**config.mk**
```make
export PLATFORM = sky130hd
export DESIGN_NAME = rfcal_monitor
export DESIGN_NICKNAME = d
export VERILOG_FILES = /design/src/logic/rfcal_pkg.sv /design/src/logic/rfcal_monitor.sv
export VERILOG_INCLUDE_DIRS = /design/src /design/src/logic
export SDC_FILE = /design/constraint.sdc
export NUM_CORES = 1
export LEC_CHECK = 0
export CAP_MARGIN = 20
export CORE_MARGIN = 3
export CORE_UTILIZATION = 57
export DETAILED_ROUTE_END_ITERATION = 16
export DONT_BUFFER_PORTS = 1
export HOLD_SLACK_MARGIN = 0.1
export PLACE_DENSITY = 0.81
export SLEW_MARGIN = 40
export SYNTH_ARGS = -nofsm -noshare
export SYNTH_HDL_FRONTEND = slang
export SYNTH_SLANG_ARGS = --single-unit
```
**constraint.sdc**
```tcl
create_clock -name aclk -period 7.85 [get_ports aclk]
set_clock_uncertainty 0.2 [all_clocks]
set_input_delay 0.3925 -clock aclk [delete_from_list [all_inputs] [get_ports aclk]]
set_output_delay 0.3925 -clock aclk [all_outputs]
set_load 0.01 [all_outputs]
```
**src/logic/rfcal_defines.svh**
```systemverilog
`ifndef RFCAL_DEFINES_SVH
`define RFCAL_DEFINES_SVH

// ----------------------------------------
// Register indices; byte address is four times the index
// ----------------------------------------
`define RFCAL_LOCK_CTRL_IDX      8'h0B
`define RFCAL_IRQ_GRP1_IDX       8'h0D
`define RFCAL_LOOP_CTRL_IDX      8'h15
`define RFCAL_TUNE_STAT_IDX      8'h40
`define RFCAL_LOW_INT_IDX        8'h4D
`define RFCAL_LOW_FH_IDX         8'h4E
`define RFCAL_LOW_FM_IDX         8'h4F
`define RFCAL_LOW_FL_IDX         8'h50
`define RFCAL_UP_RANGE_IDX       8'h51
`define RFCAL_CAP_LOW_IDX        8'h52
`define RFCAL_CAP_HIGH_IDX       8'h53
`define RFCAL_CHFIL_IDX          8'h54
`define RFCAL_MAG_H_IDX          8'h5A
`define RFCAL_MAG_L_IDX          8'h5B
`define RFCAL_PH_H_IDX           8'h5C
`define RFCAL_PH_L_IDX           8'h5D
`define RFCAL_WAIT_IDX           8'h5E
`define RFCAL_TARGET_IDX         8'h5F
`define RFCAL_DECIMATION_GAIN_IDX       8'h60
`define RFCAL_APPLIED_CAP_IDX    8'h6E
`define RFCAL_CAL_CTRL_IDX       8'h70
`define RFCAL_BYTE_ADDR(i)       {i, 2'b00}

// ----------------------------------------
// Field positions
// ----------------------------------------
`define RFCAL_BIT_GO             4
`define RFCAL_BIT_UPPER_LOCAL    5
`define RFCAL_BIT_PASS           6
`define RFCAL_BIT_FINISHED       7
`define RFCAL_BIT_BELOW          0
`define RFCAL_BIT_ABOVE          1
`define RFCAL_BIT_RANGE_EN       2
`define RFCAL_BIT_STOP_EN        7
`define RFCAL_BIT_LOCK_IRQ       2
`define RFCAL_BIT_CAP_GO         0
`define RFCAL_BIT_CAP_BUSY       1

// ----------------------------------------
// Timing and reset values
// ----------------------------------------
`define RFCAL_CLK_HZ             50000000
`define RFCAL_IQ_TIME_US         100
`define RFCAL_IQ_CYCLES          ((`RFCAL_IQ_TIME_US * (`RFCAL_CLK_HZ / 1000000)))
`define RFCAL_CAP_TIME_US        50
`define RFCAL_CAP_CYCLES         ((`RFCAL_CAP_TIME_US * (`RFCAL_CLK_HZ / 1000000)))
`define RFCAL_RESET_BYTE         8'h00
`define RFCAL_RESP_OKAY          2'b00
`define RFCAL_RESP_SLVERR        2'b10

`endif

```
**src/logic/rfcal_pkg.sv**
```systemverilog
`default_nettype none
package rfcal_pkg;

	typedef enum logic [1:0] {
		RFCAL_IDLE   = 2'b00,
		RFCAL_ADJUST = 2'b01,
		RFCAL_CAP    = 2'b10
	} rfcal_state_type;

	// Radio-side results from the analogue engine
	typedef struct packed {
		logic [15:0] magnitude;
		logic [15:0] phase;
		logic        strength_ok;
		logic [7:0]  cap_low;
		logic [7:0]  cap_high;
		logic [7:0]  freq_pos;
		logic        tune_below;
		logic        tune_above;
		logic        lock_lost;
	} rfcal_radio_in_type;

	// Radio operating status
	typedef struct packed {
		logic tx_mode;
		logic power_amp_enable;
		logic rx_enable;
	} rfcal_mode_type;

endpackage
`default_nettype wire

```
**src/logic/rfcal_monitor.sv**
```systemverilog
// Functional notes
// - Writing go bit 4 and upper-local bit 5 in receive starts balancing.
// - Finished flag bit 7 of magnitude high goes 1 when balancing ends.
// - Magnitude and phase results held in their high/low register pairs.
// - Pass bit 6 is 0 when strength exceeded threshold; host retries.
// - Calibration stores low-limit value at 0x52, high-limit at 0x53.
// - Working capacitance interpolated from two limits, shown at 0x6E.
// - Host may rewrite limits and compensation values instead of calibrating.
// - Tuning status bits: 0 below lower limit, 1 above upper limit.
// - Bit 2 of tuning status enables range detection and its interrupt.
// - Out-of-range tuning raises lock-loss interrupt, group one bit 2.
// - Range judged at rising amp enable in transmit, rising receive enable.
// - Lock loss watched whole time amp enable is high in transmit, receive enable in receive.
// - Stop enable 1 and unlock cause in transmit: interrupt and stop transmit.
// - Stop enable 0: interrupt raised, transmission continues.
// - In receive: interrupt raised, reception continues always.
// - Lock-loss interrupt stays set until host clears it.
//
// The AXI4-Lite slave port was decided locally.
`timescale 1ns/1ps
`default_nettype none
`include "rfcal_defines.svh"

module rfcal_monitor #(
	parameter int IQ_CYCLES  = `RFCAL_IQ_CYCLES,
	parameter int CAP_CYCLES = `RFCAL_CAP_CYCLES
) (
	// Clock and reset
	input  wire logic                        aclk,
	input  wire logic                        aresetn,
	// AXI4-Lite write
	input  wire logic [8:0]                  s_axi_awaddr,
	input  wire logic                        s_axi_awvalid,
	output var  logic                        s_axi_awready,
	input  wire logic [31:0]                 s_axi_wdata,
	input  wire logic [3:0]                  s_axi_wstrb,
	input  wire logic                        s_axi_wvalid,
	output var  logic                        s_axi_wready,
	output var  logic [1:0]                  s_axi_bresp,
	output var  logic                        s_axi_bvalid,
	input  wire logic                        s_axi_bready,
	// AXI4-Lite read
	input  wire logic [8:0]                  s_axi_araddr,
	input  wire logic                        s_axi_arvalid,
	output var  logic                        s_axi_arready,
	output var  logic [31:0]                 s_axi_rdata,
	output var  logic [1:0]                  s_axi_rresp,
	output var  logic                        s_axi_rvalid,
	input  wire logic                        s_axi_rready,
	// Radio side
	input  wire rfcal_pkg::rfcal_radio_in_type radio_in,
	input  wire rfcal_pkg::rfcal_mode_type     mode_in,
	output var  logic                        tx_force_stop,
	output var  logic                        balance_run,
	output var  logic                        upper_local_sel,
	output var  logic                        cap_cal_run,
	output var  logic [7:0]                  applied_cap_value,
	output var  logic                        lock_loss_irq
);
	import rfcal_pkg::*;

	// ----------------------------------------
	// Register state
	// ----------------------------------------
	logic [7:0]      lock_ctrl_r, loop_ctrl_r, chfil_r, wait_r, target_r, decimation_gain_r;
	logic [7:0]      low_int_r, low_fh_r, low_fm_r, low_fl_r, up_range_r;
	logic [7:0]      cap_low_r, cap_high_r;
	logic [15:0]     mag_r, phase_r;
	logic            finished_r, pass_r, upper_local_r, range_en_r;
	logic            below_r, above_r, irq_r, stop_r;
	rfcal_state_type state_r;
	logic [31:0]     cnt_r;
	logic            pa_d_r, rx_d_r;
	logic [7:0]      cap_app_r;

	// ----------------------------------------
	// Bus handshake
	// ----------------------------------------
	logic [8:0]  aw_r;
	logic        aw_have_r, w_have_r;
	logic [31:0] wd_r;
	logic [3:0]  ws_r;
	logic [31:0] rdata_nxt;
	logic        rd_hit;

	wire aw_take   = s_axi_awvalid && s_axi_awready;
	wire w_take    = s_axi_wvalid && s_axi_wready;
	wire wr_fire   = aw_have_r && w_have_r && !s_axi_bvalid;
	wire [6:0] widx = aw_r[8:2];
	wire [7:0] wb   = wd_r[7:0];
	wire wr_lane   = wr_fire && ws_r[0];
	wire rd_take   = s_axi_arvalid && s_axi_arready;

	function automatic logic hit(input logic [6:0] idx, input logic [7:0] reg_idx);
		hit = (idx == reg_idx[6:0]);
	endfunction

	function automatic logic wr_known(input logic [6:0] idx);
		wr_known = hit(idx, `RFCAL_LOCK_CTRL_IDX) || hit(idx, `RFCAL_IRQ_GRP1_IDX)
			|| hit(idx, `RFCAL_LOOP_CTRL_IDX) || hit(idx, `RFCAL_TUNE_STAT_IDX)
			|| hit(idx, `RFCAL_LOW_INT_IDX) || hit(idx, `RFCAL_LOW_FH_IDX)
			|| hit(idx, `RFCAL_LOW_FM_IDX) || hit(idx, `RFCAL_LOW_FL_IDX)
			|| hit(idx, `RFCAL_UP_RANGE_IDX) || hit(idx, `RFCAL_CAP_LOW_IDX)
			|| hit(idx, `RFCAL_CAP_HIGH_IDX) || hit(idx, `RFCAL_CHFIL_IDX)
			|| hit(idx, `RFCAL_MAG_H_IDX) || hit(idx, `RFCAL_MAG_L_IDX)
			|| hit(idx, `RFCAL_PH_H_IDX) || hit(idx, `RFCAL_PH_L_IDX)
			|| hit(idx, `RFCAL_WAIT_IDX) || hit(idx, `RFCAL_TARGET_IDX)
			|| hit(idx, `RFCAL_DECIMATION_GAIN_IDX) || hit(idx, `RFCAL_APPLIED_CAP_IDX)
			|| hit(idx, `RFCAL_CAL_CTRL_IDX);
	endfunction

	// Write decode
	wire w_lock   = wr_lane && hit(widx, `RFCAL_LOCK_CTRL_IDX);
	wire w_irq    = wr_lane && hit(widx, `RFCAL_IRQ_GRP1_IDX);
	wire w_tune   = wr_lane && hit(widx, `RFCAL_TUNE_STAT_IDX);
	wire w_magh   = wr_lane && hit(widx, `RFCAL_MAG_H_IDX);
	wire w_magl   = wr_lane && hit(widx, `RFCAL_MAG_L_IDX);
	wire w_phh    = wr_lane && hit(widx, `RFCAL_PH_H_IDX);
	wire w_phl    = wr_lane && hit(widx, `RFCAL_PH_L_IDX);
	wire w_caplo  = wr_lane && hit(widx, `RFCAL_CAP_LOW_IDX);
	wire w_caphi  = wr_lane && hit(widx, `RFCAL_CAP_HIGH_IDX);
	wire w_calctl = wr_lane && hit(widx, `RFCAL_CAL_CTRL_IDX);

	// ----------------------------------------
	// Sequencer events
	// ----------------------------------------
	wire go_req      = w_magh && wb[`RFCAL_BIT_GO] && state_r == RFCAL_IDLE;
	wire cap_req     = w_calctl && wb[`RFCAL_BIT_CAP_GO] && state_r == RFCAL_IDLE;
	wire cnt_done    = (cnt_r == 32'h00000001);
	wire adjust_end  = state_r == RFCAL_ADJUST && cnt_done;
	wire cap_end     = state_r == RFCAL_CAP && cnt_done;

	// Monitoring windows and edges
	wire pa_rise     = mode_in.power_amp_enable && !pa_d_r;
	wire rx_rise     = mode_in.rx_enable && !rx_d_r;
	wire judge_now   = range_en_r && ((mode_in.tx_mode && pa_rise)
		|| (!mode_in.tx_mode && rx_rise));
	wire out_range   = radio_in.tune_below || radio_in.tune_above;
	wire range_event = judge_now && out_range;
	wire watch_win   = mode_in.tx_mode ? mode_in.power_amp_enable : mode_in.rx_enable;
	wire lock_event  = watch_win && radio_in.lock_lost;
	wire unlock_any  = range_event || lock_event;
	wire tx_unlock   = unlock_any && mode_in.tx_mode && lock_ctrl_r[`RFCAL_BIT_STOP_EN];

	// Interpolation between the two limits; pos 0 gives low, 255 near high
	wire [16:0] interp_sum = {9'h000, cap_low_r} * 17'(9'h100 - {1'b0, radio_in.freq_pos})
		+ {9'h000, cap_high_r} * 17'({1'b0, radio_in.freq_pos});
	wire [7:0] cap_interp = interp_sum[15:8];

	// ----------------------------------------
	// Bus channel registers
	// ----------------------------------------
	always_ff @(posedge aclk) begin
		if (!aresetn) begin
			aw_have_r     <= 1'b0;
			w_have_r      <= 1'b0;
			aw_r          <= 9'h000;
			wd_r          <= 32'h00000000;
			ws_r          <= 4'h0;
			s_axi_awready <= 1'b0;
			s_axi_wready  <= 1'b0;
			s_axi_bvalid  <= 1'b0;
			s_axi_bresp   <= `RFCAL_RESP_OKAY;
		end else begin
			s_axi_awready <= !aw_have_r && !aw_take;
			s_axi_wready  <= !w_have_r && !w_take;
			if (aw_take) begin
				aw_have_r <= 1'b1;
				aw_r      <= s_axi_awaddr;
			end
			if (w_take) begin
				w_have_r <= 1'b1;
				wd_r     <= s_axi_wdata;
				ws_r     <= s_axi_wstrb;
			end
			if (wr_fire) begin
				s_axi_bvalid <= 1'b1;
				s_axi_bresp  <= wr_known(widx) ? `RFCAL_RESP_OKAY : `RFCAL_RESP_SLVERR;
			end else if (s_axi_bvalid && s_axi_bready) begin
				s_axi_bvalid  <= 1'b0;
				aw_have_r     <= 1'b0;
				w_have_r      <= 1'b0;
				s_axi_awready <= 1'b1;
				s_axi_wready  <= 1'b1;
			end
		end
	end

	// Read mux
	wire [6:0] ridx = s_axi_araddr[8:2];
	always_comb begin
		rd_hit    = 1'b1;
		rdata_nxt = 32'h00000000;
		case ({1'b0, ridx})
			`RFCAL_LOCK_CTRL_IDX:    rdata_nxt[7:0] = lock_ctrl_r;
			`RFCAL_IRQ_GRP1_IDX:     rdata_nxt[`RFCAL_BIT_LOCK_IRQ] = irq_r;
			`RFCAL_LOOP_CTRL_IDX:    rdata_nxt[7:0] = loop_ctrl_r;
			`RFCAL_TUNE_STAT_IDX:    rdata_nxt[2:0] = {range_en_r, above_r, below_r};
			`RFCAL_LOW_INT_IDX:      rdata_nxt[7:0] = low_int_r;
			`RFCAL_LOW_FH_IDX:       rdata_nxt[7:0] = low_fh_r;
			`RFCAL_LOW_FM_IDX:       rdata_nxt[7:0] = low_fm_r;
			`RFCAL_LOW_FL_IDX:       rdata_nxt[7:0] = low_fl_r;
			`RFCAL_UP_RANGE_IDX:     rdata_nxt[7:0] = up_range_r;
			`RFCAL_CAP_LOW_IDX:      rdata_nxt[7:0] = cap_low_r;
			`RFCAL_CAP_HIGH_IDX:     rdata_nxt[7:0] = cap_high_r;
			`RFCAL_CHFIL_IDX:        rdata_nxt[7:0] = chfil_r;
			`RFCAL_MAG_H_IDX:        rdata_nxt[7:0] = {finished_r, pass_r, upper_local_r,
				state_r == RFCAL_ADJUST, mag_r[11:8]};
			`RFCAL_MAG_L_IDX:        rdata_nxt[7:0] = mag_r[7:0];
			`RFCAL_PH_H_IDX:         rdata_nxt[7:0] = phase_r[15:8];
			`RFCAL_PH_L_IDX:         rdata_nxt[7:0] = phase_r[7:0];
			`RFCAL_WAIT_IDX:         rdata_nxt[7:0] = wait_r;
			`RFCAL_TARGET_IDX:       rdata_nxt[7:0] = target_r;
			`RFCAL_DECIMATION_GAIN_IDX:     rdata_nxt[7:0] = decimation_gain_r;
			`RFCAL_APPLIED_CAP_IDX:  rdata_nxt[7:0] = cap_app_r;
			`RFCAL_CAL_CTRL_IDX:     rdata_nxt[`RFCAL_BIT_CAP_BUSY] = (state_r == RFCAL_CAP);
			default:                 rd_hit = 1'b0;
		endcase
	end

	always_ff @(posedge aclk) begin
		if (!aresetn) begin
			s_axi_arready <= 1'b0;
			s_axi_rvalid  <= 1'b0;
			s_axi_rdata   <= 32'h00000000;
			s_axi_rresp   <= `RFCAL_RESP_OKAY;
		end else begin
			s_axi_arready <= !s_axi_rvalid && !rd_take;
			if (rd_take) begin
				s_axi_rvalid <= 1'b1;
				s_axi_rdata  <= rdata_nxt;
				s_axi_rresp  <= rd_hit ? `RFCAL_RESP_OKAY : `RFCAL_RESP_SLVERR;
			end else if (s_axi_rvalid && s_axi_rready) begin
				s_axi_rvalid  <= 1'b0;
				s_axi_arready <= 1'b1;
			end
		end
	end

	// ----------------------------------------
	// Plain host registers
	// ----------------------------------------
	// Contents are only stored, except lock control bit 7 and the range enable; the host is trusted with the set-up values
	always_ff @(posedge aclk) begin
		if (!aresetn) begin
			lock_ctrl_r <= `RFCAL_RESET_BYTE;
			loop_ctrl_r <= `RFCAL_RESET_BYTE;
			chfil_r     <= `RFCAL_RESET_BYTE;
			wait_r      <= `RFCAL_RESET_BYTE;
			target_r    <= `RFCAL_RESET_BYTE;
			decimation_gain_r  <= `RFCAL_RESET_BYTE;
			low_int_r   <= `RFCAL_RESET_BYTE;
			low_fh_r    <= `RFCAL_RESET_BYTE;
			low_fm_r    <= `RFCAL_RESET_BYTE;
			low_fl_r    <= `RFCAL_RESET_BYTE;
			up_range_r  <= `RFCAL_RESET_BYTE;
			range_en_r  <= 1'b0;
		end else begin
			if (w_lock) lock_ctrl_r <= wb;
			if (wr_lane && hit(widx, `RFCAL_LOOP_CTRL_IDX)) loop_ctrl_r <= wb;
			if (wr_lane && hit(widx, `RFCAL_CHFIL_IDX)) chfil_r <= wb;
			if (wr_lane && hit(widx, `RFCAL_WAIT_IDX)) wait_r <= wb;
			if (wr_lane && hit(widx, `RFCAL_TARGET_IDX)) target_r <= wb;
			if (wr_lane && hit(widx, `RFCAL_DECIMATION_GAIN_IDX)) decimation_gain_r <= wb;
			if (wr_lane && hit(widx, `RFCAL_LOW_INT_IDX)) low_int_r <= wb;
			if (wr_lane && hit(widx, `RFCAL_LOW_FH_IDX)) low_fh_r <= wb;
			if (wr_lane && hit(widx, `RFCAL_LOW_FM_IDX)) low_fm_r <= wb;
			if (wr_lane && hit(widx, `RFCAL_LOW_FL_IDX)) low_fl_r <= wb;
			if (wr_lane && hit(widx, `RFCAL_UP_RANGE_IDX)) up_range_r <= wb;
			if (w_tune) range_en_r <= wb[`RFCAL_BIT_RANGE_EN];
		end
	end

	// ----------------------------------------
	// Calibration sequencer and results
	// ----------------------------------------
	always_ff @(posedge aclk) begin
		if (!aresetn) begin
			state_r       <= RFCAL_IDLE;
			cnt_r         <= 32'h00000000;
			finished_r    <= 1'b0;
			pass_r        <= 1'b0;
			upper_local_r <= 1'b0;
			mag_r         <= 16'h0000;
			phase_r       <= 16'h0000;
			cap_low_r     <= `RFCAL_RESET_BYTE;
			cap_high_r    <= `RFCAL_RESET_BYTE;
		end else begin
			case (state_r)
				RFCAL_IDLE: begin
					if (go_req) begin
						state_r       <= RFCAL_ADJUST;
						cnt_r         <= 32'(IQ_CYCLES);
						finished_r    <= 1'b0;
						pass_r        <= 1'b0;
						upper_local_r <= wb[`RFCAL_BIT_UPPER_LOCAL];
					end else if (cap_req) begin
						state_r <= RFCAL_CAP;
						cnt_r   <= 32'(CAP_CYCLES);
					end
				end
				RFCAL_ADJUST: begin
					cnt_r <= cnt_r - 32'h00000001;
					if (adjust_end) begin
						state_r    <= RFCAL_IDLE;
						finished_r <= 1'b1;
						pass_r     <= radio_in.strength_ok;
						mag_r      <= radio_in.magnitude;
						phase_r    <= radio_in.phase;
					end
				end
				RFCAL_CAP: begin
					cnt_r <= cnt_r - 32'h00000001;
					if (cap_end) state_r <= RFCAL_IDLE;
				end
				default: state_r <= RFCAL_IDLE;
			endcase
			// Host writes load results directly, skipping calibration
			if (w_magh) mag_r[11:8] <= wb[3:0];
			if (w_magl) mag_r[7:0]  <= wb;
			if (w_phh)  phase_r[15:8] <= wb;
			if (w_phl)  phase_r[7:0]  <= wb;
			if (cap_end) begin
				cap_low_r  <= radio_in.cap_low;
				cap_high_r <= radio_in.cap_high;
			end else begin
				if (w_caplo) cap_low_r  <= wb;
				if (w_caphi) cap_high_r <= wb;
			end
		end
	end

	// ----------------------------------------
	// Tuning supervision and outputs
	// ----------------------------------------
	always_ff @(posedge aclk) begin
		if (!aresetn) begin
			pa_d_r            <= 1'b0;
			rx_d_r            <= 1'b0;
			below_r           <= 1'b0;
			above_r           <= 1'b0;
			irq_r             <= 1'b0;
			stop_r            <= 1'b0;
			cap_app_r         <= `RFCAL_RESET_BYTE;
			tx_force_stop     <= 1'b0;
			balance_run       <= 1'b0;
			upper_local_sel   <= 1'b0;
			cap_cal_run       <= 1'b0;
			applied_cap_value <= `RFCAL_RESET_BYTE;
			lock_loss_irq     <= 1'b0;
		end else begin
			pa_d_r <= mode_in.power_amp_enable;
			rx_d_r <= mode_in.rx_enable;
			if (judge_now) begin
				below_r <= radio_in.tune_below;
				above_r <= radio_in.tune_above;
			end
			// Set wins over a host clear in the same cycle
			if (unlock_any) irq_r <= 1'b1;
			else if (w_irq && wb[`RFCAL_BIT_LOCK_IRQ]) irq_r <= 1'b0;
			// Stop held for the rest of the amp-on burst only
			if (tx_unlock) stop_r <= 1'b1;
			else if (!mode_in.power_amp_enable) stop_r <= 1'b0;
			cap_app_r         <= cap_interp;
			tx_force_stop     <= stop_r || tx_unlock;
			balance_run       <= (state_r == RFCAL_ADJUST);
			upper_local_sel   <= upper_local_r;
			cap_cal_run       <= (state_r == RFCAL_CAP);
			applied_cap_value <= cap_app_r;
			lock_loss_irq     <= irq_r;
		end
	end

endmodule
`default_nettype wire

```
### Yosys cells after proc, flatten, opt, wreduce, memory -nomap -nowiden

Index checks and enable logic that the tools add are counted.
W data, S select, Z words.

* mux-type cells: 53
* eq/ne operators: 50
* $mul: 2
* reductions and logical operators: 107
* add/sub/neg operators: 3

Operators with widths (number)
* $eq A7 B7 Y1 const B: 36
* $pmux W5 S18: 1
* $mux W32: 2
* $pmux W32 S2: 1
* $mux W8: 7
* $logic_and A1 B1 Y1: 47
* $pmux W1 S20: 2
* $eq A32 B1 Y1 const B: 1
* $mux W16: 2
* $sub A32 B1 Y32 const B: 1
* $reduce_bool A2 Y1: 15
* $eq A7 B4 Y1 const B: 4
* $mux W1: 25
* $logic_or A1 B1 Y1: 24
* $mux W12: 2
* $reduce_or A21 Y1: 1
* $pmux W1 S19: 1
* $add A16 B16 Y16: 1
* $mul A8 B8 Y16: 1
* $mul A9 B10 Y16: 1
* $eq A7 B5 Y1 const B: 2
* $mux W2: 6
* $reduce_and A2 Y1: 6
* $logic_not A1 Y1: 10
* 12 further kinds: 16

* word-level logic and storage cells: 264
* register bits: 234
* output and inout bits: 54

### Depth between registers and ports, before layout

* depth in word-level cells: 22
* depth in mapped cells: 26
* gate-level depth less buffers: 25

### Worst setup path after synthesis

Ideal clock, no wire load.

* path type: input port to flip-flop
* from: input radio_in[3] in the netlist's numbering
* to: register cap_app_r[5]
* path buffers: 1
* required time: 7.535 ns
* stages on the path: 21
* library setup time: 0.115 ns
* arrival time: 6.249 ns
* slack: 1.286 ns
* cell sequence: buf_1 inv_1 ha_1 or3b_2 xor2_1 and2_1 fa_1 inv_1 fa_1 inv_1 fa_1 fa_1 fa_1 fa_1 ha_1 a2111oi_0 nand2_1 o31ai_1 o211ai_1 xor2_1 and2_1

* word-level cells in the longest chain between the ends: 3
* elaborated cells on any way between the ends: 4
* those cells by class: 2 x add/sub; 2 x mul

Ends and longest elaborated chain
* start, declared: RTL line rfcal_monitor.sv:51 `input wire rfcal_pkg::rfcal_radio_in_type radio_in,`
* $sub A9 B8 Y10: RTL line rfcal_monitor.sv:146 `wire [16:0] interp_sum = {9'h000, cap_low_r} * 17'(9'h100 - {1'b0, radio_in.freq_pos})`
* $mul A9 B10 Y16: RTL line rfcal_monitor.sv:146
* $add A16 B16 Y16 *: RTL line rfcal_monitor.sv:147 `+ {9'h000, cap_high_r} * 17'({1'b0, radio_in.freq_pos});`
* end signal, assigned: RTL line rfcal_monitor.sv:344 `` cap_app_r <= `RFCAL_RESET_BYTE; ``
* end signal, assigned: RTL line rfcal_monitor.sv:364 `cap_app_r <= cap_interp;`
* end, declared: RTL line rfcal_monitor.sv:74 `logic [7:0] cap_app_r;`

Mark *: on every way between the ends. The rest lies on a longest branch, timed or not.
A chain may end at the register's enable or synchronous reset.

### Final worst setup path

* from: input radio_in[3] in the netlist's numbering
* to: register cap_app_r[7]

Same word-level chain as after synthesis.

==> impl_metrics.yaml <==
timing:
  fmax_ghz: 0.157
  hold_viol_final: 0
  worstMarginPinSlew_ps: 832
  rsz0062_at_grt: "no"
  relSlewSlack_pct: 44.2
  setup_viol: 0
  slew_violations: 0
  fin_crit_ps: 6360
  whs_ps: 112
  final.period_utilization_pct: 81.0
  fin_setup_tns_ps: 0
power_and_ir_drop:
  power_density_mw_per_mm2: 146
  leakagePower_nw: 6.92
  ir_worst_vdd_uv: 132
  p_total_mw: 2.47
worst_setup_path:
  required_ps: 8020
  cp-end-kind: "flop"
  cp_common_cell: "fa_1"
  crit-reg2reg-launch: "cap_high_r[2]"
  critPathKind: "input port to flop"
  worstPathArrival_ps: 6530
  crit_path_cell_trace: "inv_1 > ha_1 > or3b_2 > xor2_1 > and2_1 > fa_1 > inv_1 > fa_1 > inv_1 > fa_1 > fa_1 > fa_1 > fa_1 > ha_1 > a2111oi_0 > nand2_1 > o31ai_2 > o21ai_0 > xnor2_1 > nor2_1"
  cpPeakStageDelay_ps: 580
  crit_start: "radio_in[3]"
  crit_slowest_cell: "xor2_1"
  cp-start-kind: "input port"
  crit_fanout: 17
cts:
  h-tree-depth: 1
  cts-root-buf: "clkbuf_16"
  insertion_delay_ps: 510
  cts_tree: "done"
  cts_hold_buf: 77
  cts_buffers: 23
  clock-sinks: 230
  postCtsSetupRepairBufs: 0
  path_clk_slew_ps: 70
  clockBufferDepth: 3
  cts_resized: 0
detailed_routing:
  first_pass_iters: 6
  num_vias: 13400
  wirelength_mm: 44.0
  ant_nets: 0
  drt_iter0_drc: 1787
  viasPerCell: 6.19
  drc: 0
  post_drt_wl_per_cell_um: 20.3
logic_synthesis:
  synth_top_flop_cell: "dfxtp_1"
  synthAdderAreaFrac_pct: 18.8
  synth-edff-count: 0
  seq_area_frac_synth_pct: 29.9
  async_flop_share_pct: 0
  synth-simple-area-share_pct: 21.1
  synth_top_family_by_area: "simple AND/OR/NAND/NOR gates"
  syn_area_mm2: 0.0154
  synth-seq-cells: 230
  syn_inst: 1822
  ys_types: 78
  synth-compound-area-share_pct: 13.0
  synthMuxAreaShare_pct: 7.16
  ys.warnings.count: 0
  synth_xor_area_share_pct: 2.16
  syn_avg_cell_area_um2: 8.45
grt:
  grt_start_max_net_pins: 76
  grt_pass1_vias: 13000
  antenna_found_initial: 1
  globalRouteTotalUtil_pct: 29.8
  gr-total-overflow: 0
  grt_pass1_wl_mm: 69.3
flow_run:
  maxCapViolations: 0
final_layout:
  synthToLayoutAreaGrowth_pct: 9.83
  drive_gt1_share_pct: 5.19
  largest_register_ffs: 32
  final_nets: 2110
  top_regs: "cnt_r: 32 flops, phase_r: 16 flops, mag_r: 12 flops"
  final_common_cell: "nand2_1"
  mostFrequentLayoutCells: "nand2_1, dfxtp_1, inv_1"
  largest_register: "cnt_r"
die:
  coreArea_mm2: 0.0263
  die_x_um: 170
  dieArea_mm2: 0.0290
  die_h_um: 170
  start_util_pct: 58.6
  ioPinCount: 178
  rows: 59
placement:
  dp_hpwl_mm: 30.3
  gp_congestion: 1.01
  port_buffers: 0
min_path:
  hold_start: "aresetn"
  hp-class: "input port to flop"
status:
  status: "complete, no violations"
critical path, delay by kind of cell:
| family | cells | cell delay (ps) |
|---|---|---|
| fa+ha+maj | 8 | 3120 |
| compound gates | 3 | 1070 |
| simple gates | 4 | 930 |
| xor+xnor | 2 | 800 |
| buf+inv | 3 | 230 |
final timing paths:
kind                  end  slack [ps]  depth (start not counted)
max          cap_app_r[7]        1490                         20
min               above_r         110                          2
max reg2reg  cap_app_r[7]        1930                         17
min reg2reg   target_r[2]         250                          2
layer usage:
layer / GRT usage (%) / wire [um] / vias up
met4: 10.5 / 1800 / 0
met5: 0 / 0 / -
li1: - / - / 6051
met3: 6.30 / 4820 / 134
met2: 46.4 / 19500 / 781
met1: 41.2 / 17900 / 6441
cells by family (layout without fill, tap and decap cells):
kind of cell               count (synthesis)  count (layout)
muxes                                    105             105
and+or+nand+nor                          667             667
other                                      1              27
buffers and inverters                    291             274
xor gates and xnor gates                  38              38
AOI/OAI and AO/OA                        319             319
adders and majority gates                171             171
DFF                                      230             230
where the power goes:
part	switching [mW]	internal, mW	total, mW
registers	0.0254	1.18	1.20
clock network	0.464	0.658	1.12
logic	0.0852	0.0548	0.140
through the flow:
stage          cells  utilization (%)  setup slack, ps  area, um2
3_5_place_dp    2049             58.4              787      15400
2_1_floorplan   1847                -             1290      15500
3_3_place_gp    2049             58.3              983      15300
5_1_grt         2166             64.3             1070      16900
6_report        2166             64.3             1490      16900
4_1_cts         2165             64.3             1290      16900
synth_stat cells (5+ instances only):
cell | count | share of area (%)
a2111oi_0 | 7 | 0.40
a211oi_1 | 20 | 0.98
a21oi_1 | 94 | 3.1
a221oi_1 | 10 | 0.57
a22o_1 | 9 | 0.51
a22oi_1 | 16 | 0.78
a31oi_1 | 38 | 1.5
and2_1 | 104 | 4.2
and3_1 | 9 | 0.37
buf_1 | 8 | 0.20
buf_2 | 10 | 0.33
buf_4 | 27 | 1.3
clkbuf_1 | 96 | 2.3
dfxtp_1 | 230 | 30
fa_1 | 100 | 13
ha_1 | 70 | 5.7
inv_1 | 147 | 3.6
mux2_2 | 11 | 0.80
mux2i_1 | 91 | 5.9
nand2_1 | 256 | 6.2
nand2b_1 | 7 | 0.28
nand3_1 | 37 | 1.2
nand3b_1 | 6 | 0.29
nand4_1 | 11 | 0.45
nor2_1 | 146 | 3.6
nor2b_1 | 13 | 0.53
nor3_1 | 13 | 0.42
nor3b_1 | 6 | 0.29
nor4_1 | 5 | 0.20
o21a_1 | 9 | 0.44
o21ai_0 | 75 | 2.4
o22ai_1 | 6 | 0.24
o31ai_1 | 5 | 0.24
or3_1 | 11 | 0.45
or4_1 | 10 | 0.49
xnor2_1 | 28 | 1.6
xor2_1 | 10 | 0.57
layout make-up:
cell class,instances,area (um2)
timing repair buffer,87,863
sequential,230,4610
inverter,148,558
clock buffer,32,669
clock inverter,7,87.6
antenna,1,2.50
fill,2112,9380
multi-input combinational,1326,9690
tap,335,419
No activity file was read; power rests on OpenSTA's default activity.
